$ cat src/csx_pkg.sv
// package for the compare-skip and decimal adjust execution block
// assumes a core that splits each instruction cycle into four quarters
package csx_pkg;
   // opcode patterns, upper seven bits of the instruction word; decimal adjust is the whole word
   localparam logic [6:0] OP_SKIP_GREATER = 7'h32;
   localparam logic [6:0] OP_SKIP_LESS = 7'h30;
   localparam logic [15:0] OP_DECIMAL_ADJUST = 16'h0007;
   // field positions
   localparam int OPC_HI = 15;
   localparam int OPC_LO = 9;
   localparam int ACCESS_BIT = 8;
   localparam int ADDR_HI = 7;
   // indexed literal offset limit, inclusive
   localparam logic [7:0] INDEXED_LIMIT = 8'h5F;
   // access bank upper half is the special function area at bank 15
   localparam logic [3:0] SFR_BANK = 4'hF;
   localparam logic [3:0] ZERO_BANK = 4'h0;
   // decimal adjust constants, zero values and skip counts
   localparam logic [4:0] BCD_MAX = 5'h09;
   localparam logic [4:0] BCD_FIX = 5'h06;
   localparam logic [4:0] NIB_ZERO = 5'h00;
   localparam logic [7:0] BYTE_ZERO = 8'h00;
   localparam logic [11:0] ADDR_ZERO = 12'h000;
   localparam logic [1:0] SKIP_ONE = 2'h1;
   localparam logic [1:0] SKIP_TWO = 2'h2;
   localparam logic [1:0] SKIP_NONE = 2'h0;
   typedef enum logic [1:0] {Q1, Q2, Q3, Q4} csx_quarter_e;
endpackage

$ cat src/csx_exec.sv
// execution of compare-skip-greater, compare-skip-less, decimal adjust
// assumes fetch logic supplies the instruction at q1 and a flag telling
// whether the next fetched instruction is two words long
//
// Summary of operation
// - decode skip-if-greater: 0110 010a ffff ffff, a is bank access bit.
// - decode skip-if-less: 0110 000a ffff ffff, a is bank access bit.
// - compare data byte and accumulator unsigned; flags untouched.
// - skip-greater discards next instruction when byte exceeds accumulator.
// - skip-less discards next instruction when byte below accumulator.
// - access bit clear uses access bank; set uses bank select register.
// - access clear and extended set: address up to 5Fh is indexed.
// - compare takes one cycle, two when skipping, three over 2-word.
// - quarters: decode, read byte, compare, no write in fourth.
// - adjust adds six to low nibble if above nine or digit carry.
// - high nibble adds carry-in, then six if above nine or carry.
// - adjust has no operands, one word, one cycle, packed BCD result.
`timescale 1ns/1ns
module csx_exec
   import csx_pkg::*;
(
   input wire logic CLOCK,
   input wire logic RESET_N,
   input wire logic [15:0] INSTR,
   input wire logic INSTR_VALID,
   input wire logic NEXT_IS_TWO_WORD,
   input wire logic [3:0] BANK_SELECT_REGISTER,
   input wire logic EXTENDED_SET,
   input wire logic [11:0] INDEX_BASE,
   input wire logic [7:0] MEM_RDATA,
   input wire logic [7:0] WORKING_ACCUMULATOR,
   input wire logic DIGIT_CARRY_FLAG,
   input wire logic CARRY_FLAG,
   output logic [1:0] QUARTER,
   output logic [11:0] MEM_ADDR,
   output logic MEM_RD,
   output logic [7:0] ACC_WDATA,
   output logic ACC_WE,
   output logic CARRY_WDATA,
   output logic CARRY_WE,
   output logic SKIP_ACTIVE,
   output logic BUSY
);
   csx_quarter_e q_r;
   logic is_gt_r, is_lt_r, is_daw_r, two_word_r;
   logic [1:0] skip_left_r;
   logic [11:0] addr_r;
   logic rd_r;
   logic [7:0] acc_w_r;
   logic acc_we_r, c_w_r, c_we_r;
   logic [7:0] adj_result;
   logic adj_carry;
   logic [11:0] addr_nxt;
   logic take_skip;

   ////////////////////////////////////////////////////////////////////////
   // quarter sequencer, free running four-phase counter
   always_ff @(posedge CLOCK or negedge RESET_N) begin
      if (!RESET_N) begin
         q_r <= Q1;
      end else begin
         case (q_r)
            Q1: q_r <= Q2;
            Q2: q_r <= Q3;
            Q3: q_r <= Q4;
            Q4: q_r <= Q1;
            default: q_r <= Q1;
         endcase
      end
   end

   ////////////////////////////////////////////////////////////////////////
   // operand address: access bank, banked, or indexed literal offset
   always_comb begin
      if (INSTR[ACCESS_BIT]) begin
         addr_nxt = {BANK_SELECT_REGISTER, INSTR[ADDR_HI:0]};
      end else if (INSTR[ADDR_HI]) begin
         addr_nxt = {SFR_BANK, INSTR[ADDR_HI:0]};
      end else begin
         addr_nxt = {ZERO_BANK, INSTR[ADDR_HI:0]};
      end
      if (!INSTR[ACCESS_BIT] && EXTENDED_SET &&
          INSTR[ADDR_HI:0] <= INDEXED_LIMIT) begin
         addr_nxt = INDEX_BASE + {4'h0, INSTR[ADDR_HI:0]};
      end
   end

   ////////////////////////////////////////////////////////////////////////
   // decode in q1; a skipped slot decodes nothing
   always_ff @(posedge CLOCK or negedge RESET_N) begin
      if (!RESET_N) begin
         is_gt_r <= 1'b0;
         is_lt_r <= 1'b0;
         is_daw_r <= 1'b0;
         two_word_r <= 1'b0;
         addr_r <= ADDR_ZERO;
      end else if (q_r == Q1) begin
         is_gt_r <= INSTR_VALID && skip_left_r == SKIP_NONE &&
                    INSTR[OPC_HI:OPC_LO] == OP_SKIP_GREATER;
         is_lt_r <= INSTR_VALID && skip_left_r == SKIP_NONE &&
                    INSTR[OPC_HI:OPC_LO] == OP_SKIP_LESS;
         is_daw_r <= INSTR_VALID && skip_left_r == SKIP_NONE &&
                     INSTR == OP_DECIMAL_ADJUST;
         two_word_r <= NEXT_IS_TWO_WORD;
         addr_r <= addr_nxt;
      end
   end

   ////////////////////////////////////////////////////////////////////////
   // read data byte in q2 only
   always_ff @(posedge CLOCK or negedge RESET_N) begin
      if (!RESET_N) begin
         rd_r <= 1'b0;
      end else begin
         // strobe drops after one cycle unless a new compare is decoded
         rd_r <= 1'b0;
         if (q_r == Q1) begin
            rd_r <= INSTR_VALID && skip_left_r == SKIP_NONE &&
                    (INSTR[OPC_HI:OPC_LO] == OP_SKIP_GREATER ||
                     INSTR[OPC_HI:OPC_LO] == OP_SKIP_LESS);
         end
      end
   end

   always_comb begin
      take_skip = (is_gt_r && MEM_RDATA > WORKING_ACCUMULATOR) ||
                  (is_lt_r && MEM_RDATA < WORKING_ACCUMULATOR);
   end

   ////////////////////////////////////////////////////////////////////////
   // skip counter: slots of forced no-operation still to come
   always_ff @(posedge CLOCK or negedge RESET_N) begin
      if (!RESET_N) begin
         skip_left_r <= SKIP_NONE;
      end else if (q_r == Q3 && take_skip) begin
         skip_left_r <= two_word_r ? SKIP_TWO : SKIP_ONE;
      end else if (q_r == Q4 && skip_left_r != SKIP_NONE &&
                   !is_gt_r && !is_lt_r) begin
         skip_left_r <= skip_left_r - SKIP_ONE;
      end
   end

   ////////////////////////////////////////////////////////////////////////
   csx_bcd_adjust u_adjust (
      .acc(WORKING_ACCUMULATOR),
      .digit_carry(DIGIT_CARRY_FLAG),
      .carry(CARRY_FLAG),
      .result(adj_result),
      .carry_out(adj_carry)
   );

   // adjust write in q4, accumulator and carry
   always_ff @(posedge CLOCK or negedge RESET_N) begin
      if (!RESET_N) begin
         acc_w_r <= BYTE_ZERO;
         acc_we_r <= 1'b0;
         c_w_r <= 1'b0;
         c_we_r <= 1'b0;
      end else begin
         // compare writes nothing in fourth quarter
         acc_we_r <= (q_r == Q3) && is_daw_r;
         c_we_r <= (q_r == Q3) && is_daw_r;
         if (q_r == Q3 && is_daw_r) begin
            acc_w_r <= adj_result;
            c_w_r <= adj_carry;
         end
      end
   end

   // registered status outputs
   always_ff @(posedge CLOCK or negedge RESET_N) begin
      if (!RESET_N) begin
         MEM_ADDR <= ADDR_ZERO;
         QUARTER <= 2'h0;
         SKIP_ACTIVE <= 1'b0;
         BUSY <= 1'b0;
      end else begin
         MEM_ADDR <= (q_r == Q1) ? addr_nxt : addr_r;
         QUARTER <= q_r + 2'h1;
         SKIP_ACTIVE <= skip_left_r != SKIP_NONE;
         BUSY <= is_gt_r || is_lt_r || is_daw_r;
      end
   end

   assign MEM_RD = rd_r;
   assign ACC_WDATA = acc_w_r;
   assign ACC_WE = acc_we_r;
   assign CARRY_WDATA = c_w_r;
   assign CARRY_WE = c_we_r;
endmodule

$ cat src/csx_bcd_adjust.sv
// decimal adjust datapath, purely combinational
// assumes accumulator and flags are stable for the whole cycle
`timescale 1ns/1ns
module csx_bcd_adjust
   import csx_pkg::*;
(
   input wire logic [7:0] acc,
   input wire logic digit_carry,
   input wire logic carry,
   output logic [7:0] result,
   output logic carry_out
);
   logic [4:0] lo_sum;
   logic [4:0] hi_in;
   logic [4:0] hi_sum;
   logic dc_lo;

   // nibble corrections; low carry ripples into the high nibble
   always_comb begin
      lo_sum = {1'b0, acc[3:0]};
      if (lo_sum > BCD_MAX || digit_carry) begin
         lo_sum = lo_sum + BCD_FIX;
      end
      dc_lo = lo_sum[4];
      hi_in = {1'b0, acc[7:4]} + {4'h0, dc_lo};
      if (hi_in > BCD_MAX || carry) begin
         hi_sum = hi_in + BCD_FIX;
      end else begin
         hi_sum = hi_in;
      end
      result = {hi_sum[3:0], lo_sum[3:0]};
      carry_out = hi_sum[4] | carry;
   end
endmodule

$ cat config.mk
export PLATFORM = sky130hd
export DESIGN_NAME = csx_exec
export DESIGN_NICKNAME = d
export VERILOG_FILES = /design/src/csx_pkg.sv /design/src/csx_exec.sv /design/src/csx_bcd_adjust.sv
export SDC_FILE = /design/constraint.sdc
export NUM_CORES = 1
export LEC_CHECK = 0
export BUFFER_PORTS_ARGS = -buffer_cell sky130_fd_sc_hd__buf_4
export CORE_UTILIZATION = 43
export DETAILED_ROUTE_END_ITERATION = 10
export PLACE_DENSITY = 0.71
export SLEW_MARGIN = 5
export SYNTH_ARGS = -nofsm -noshare
export SYNTH_HDL_FRONTEND = slang
export SYNTH_SLANG_ARGS = --single-unit
$ cat constraint.sdc
create_clock -name CLOCK -period 2.3 [get_ports CLOCK]
set_input_delay 0.345 -clock CLOCK [delete_from_list [all_inputs] [get_ports CLOCK]]
set_output_delay 0.345 -clock CLOCK [all_outputs]
set_load 0.02 [all_outputs]
==> summary.md <==
| Metric | Value |
|---|---|
| Status | `finished, final reports clean` |
| Worst Setup Slack, final | `roughly 0.21 ns` |
| RR Startpoint | `skip_left_r[0]` |
| Max_slew headroom | `59.5%` |
| Syn. warnings | `0` |
| LEAKAGE | `0.00157 uW` |
| Initial antenna violation count | `0` |
| Max-cap violation count | `0` |
| RSZ-0062 raised after global routing | `no` |
| Fmax | `0.478 GHz` |
| Async set-reset flop share out of synthesis | `100%` |
| Overall routed net length | `around 5.5 mm` |
| Slew Viols, Final | `0` |
| Post-route ant nets | `0` |
| Min-Delay Path Class | `input port to asynchronous set/reset pin` |
| FILL cells | `469` |
| Buffers added on ports | `82` |
| Crit path time final | `around 2.1 ns` |
| WP data required | `2.53 ns` |
| Yosys cell types | `47` |
| I/O pin count | `83` |
| Crit path max-delay family | `compound AO/OA/AOI/OAI gates` |
| Clk Latency, worst-skew pair | `between 0.2 and 0.3 ns` |
| Gr usage total | `21.2%` |
| Worst Reg2Reg Path Length in Cells | `5` |
| Synth Register Bits | `34` |
| Max FO, Critical Path | `4` |
| CP max stage delay | `between 0.3 and 0.4 ns` |
| First-pass GRT wire length | `9.89 mm` |
| Rows | `26` |
| Post-Syn Nets | `around 340` |
| Critical Path, Cell by Cell | `buf_4 -> inv_1 -> a21oi_2 -> ha_2 -> nand2_1 -> xnor2_2 -> ha_1 -> nor2b_1 -> a311o_1 -> a21oi_2 -> nor2_1 -> a211oi_2 -> a211o_1` |
| Layout cell share with drive strength beyond 1 | `32.2%` |
| Initial core utilization | `45.5%` |
| Die height | `approximately 76 um` |
| Final Hold Vio Count | `0` |
| Post-Route Skew | `0.00743 ns` |
| Worst R2R Setup Slack | `0.59 ns` |
| Final clock period utilization by the worst path | `about nine tenths` |
| Vias in the first global route | `between 2000 and 2500` |
| Most used DFF post-synth | `dfrtp_1` |
| Clk root buf | `clkbuf_8` |
| Vias | `approximately 2200` |
| R2r endpoint | `skip_left_r[1]` |
| Routed len/inst | `13.0 um` |
| Inserted Diodes | `0` |
| Post-cts gate resize count | `0` |
| Worst-margin pin slew | `around 0.60 ns` |
| DP HPWL | `between 4 and 5 mm` |
| Iteration-0 DRC Markers | `80` |
| Die width | `75.9 um` |
| Nets@finish | `436` |
| Synthesized area per cell | `9.01 um2` |
| Layout area overhead | `37.0%` |
| CP Launch Type | `input port` |
| Vias per inst | `just over 5` |
| Finish-stage setup viols | `0` |
| Worst-path clk slew | `about 0.070 ns` |
| Core area | `5170 um2` |
| Most used cell, CP | `a21oi_2` |
| Clk sink count | `34` |
| Critical path's slowest cell | `a311o_1` |
| Postcts setup bufs | `0` |
| Htree depth | `2` |
| EDFF count, synth | `0` |
| Total gr overflow | `0` |
| Final setup TNS | `0 ns` |
| First-pass DRT Iterations | `4` |
| CTS Hold Bufs | `0` |
| Finished Core Util | `62.3%` |
| Critical Path AT | `~2.3 ns` |
| Crit. End Element | `flip-flop` |
| Synth Cell Area | `2350 um2` |
| TritonCTS clock tree | `yes` |
| Peak supply drop | `261 uV` |
| Longest Clk Path Bufs | `2` |
| Die area | `5770 um2` |
| WS Path Type | `input port to flip-flop` |
| DRC | `0` |
| WP buf/inv | `2` |
| Sequential share of the synthesized area | `36.2%` |
| RD Place Congestion | `0.859` |
| Cells after Synth | `261` |
| Dpl ws | `-0.0815 ns` |
| Power Dens Cells | `510 nW/um2` |
| TritonCTS buffer count | `5` |
| Largest net degree at the start of global routing | `35` |
## cells in the mapped netlist (4+ instances only)
cell type / instances / area (um2)
xnor2_1: 13 / 114
nand2_1: 22 / 82.6
nand3_1: 8 / 40.0
inv_1: 23 / 86.3
mux2_2: 4 / 45.0
a21o_1: 4 / 30.0
a21oi_1: 19 / 95.1
nor2_1: 25 / 93.8
dfrtp_1: 34 / 851
ha_1: 24 / 300
o21ai_0: 17 / 85.1
nand4_1: 5 / 31.3
a31oi_1: 7 / 43.8
o21a_1: 6 / 45.0
## registers in the layout, indices dropped and copies added (netlist names)
signal       count
ACC_WDATA        8
MEM_RD           1
skip_left_r      2
is_lt_r          1
QUARTER          2
SKIP_ACTIVE      1
is_daw_r         1
CARRY_WDATA      1
addr_r          12
CARRY_WE         1
is_gt_r          1
q_r              1
BUSY             1
two_word_r       1
## area by class of cell
class,instances,area (um2),area share [%]
inverters,23,86.3,2.68
multi-input cells,197,1390,43.2
well taps,70,87.6,2.72
clock buffers,7,86.3,2.68
flip-flops and latches,34,851,26.4
clock inverters,1,5.00,0.155
repair buffers,95,713,22.1
## cell usage in the layout, fill, tap and decap left out, types with 3 or more instances in the layout
cell      netlist  layout
a211oi_1        3       3
a21o_1          4       4
a21oi_1        19      18
a31oi_1         7       7
buf_4           2      95
clkbuf_8        0       6
dfrtp_1        34      34
ha_1           24      23
inv_1          23      23
mux2_2          4       4
nand2_1        22      22
nand3_1         8       8
nand4_1         5       5
nor2_1         25      25
nor2b_1         3       3
nor3_1          3       3
nor4b_1         3       3
o211ai_1        3       3
o21a_1          6       6
o21ai_0        17      17
xnor2_1        13      12
## layer usage
layer / up-vias / wire, um / global-route usage [%] / share of wire (%)
li1: 1122 / - / - / -
met1: 997 / 2490 / 26.3 / 45
met2: 65 / 2670 / 36.5 / 48
met3: 7 / 296 / 4.58 / 5.3
met4: 0 / 82 / 6.92 / 1.5
met5: - / 0 / 0 / 0
## cells by family after synthesis
kind of cell               count (synthesis)  share of synthesized area, %
AOI/OAI and AO/OA                         72                          20.4
xor gates and xnor gates                  14                          5.22
adders and majority gates                 26                          14.1
buffers and inverters                     30                          5.16
DFF                                       34                          36.2
muxes                                      6                          2.77
and+or+nand+nor                           79                          16.2
## stage by stage
step           area (um2)  hold slack, ns  power [uW]  instances
2_1_floorplan        2360          0.0494         977        261
3_3_place_gp         3130           0.323        1190        419
3_5_place_dp         3130           0.327        1200        419
4_1_cts              3220          0.0153        1660        427
5_1_grt              3220          0.0310        1750        427
6_report             3220         0.00450        1640        427
## worst max-delay path by stage
| stage | startpoint | slack, ns | end | cells past startpoint |
|---|---|---|---|---|
| finish | WORKING_ACCUMULATOR[2] | 0.21 | ACC_WDATA[6] | 13 |
| global route | WORKING_ACCUMULATOR[2] | 0.05 | ACC_WDATA[6] | 12 |
| CTS | WORKING_ACCUMULATOR[2] | 0.20 | ACC_WDATA[6] | 13 |
| detailed placement | WORKING_ACCUMULATOR[2] | -0.08 | ACC_WDATA[6] | 13 |
| global placement | WORKING_ACCUMULATOR[2] | -0.01 | ACC_WDATA[6] | 13 |
| floorplan | WORKING_ACCUMULATOR[1] | 0.02 | ACC_WDATA[6] | 12 |
## power by group
part	leakage [uW]	internal, uW	switching (uW)	total, uW
sequential	0.000392	650	31.0	681
combinational	0.00113	254	253	507
clock	0.0000482	242	213	454
total	0.00157	1150	497	1640
Note: power is estimated with default switching activity, not from simulation.
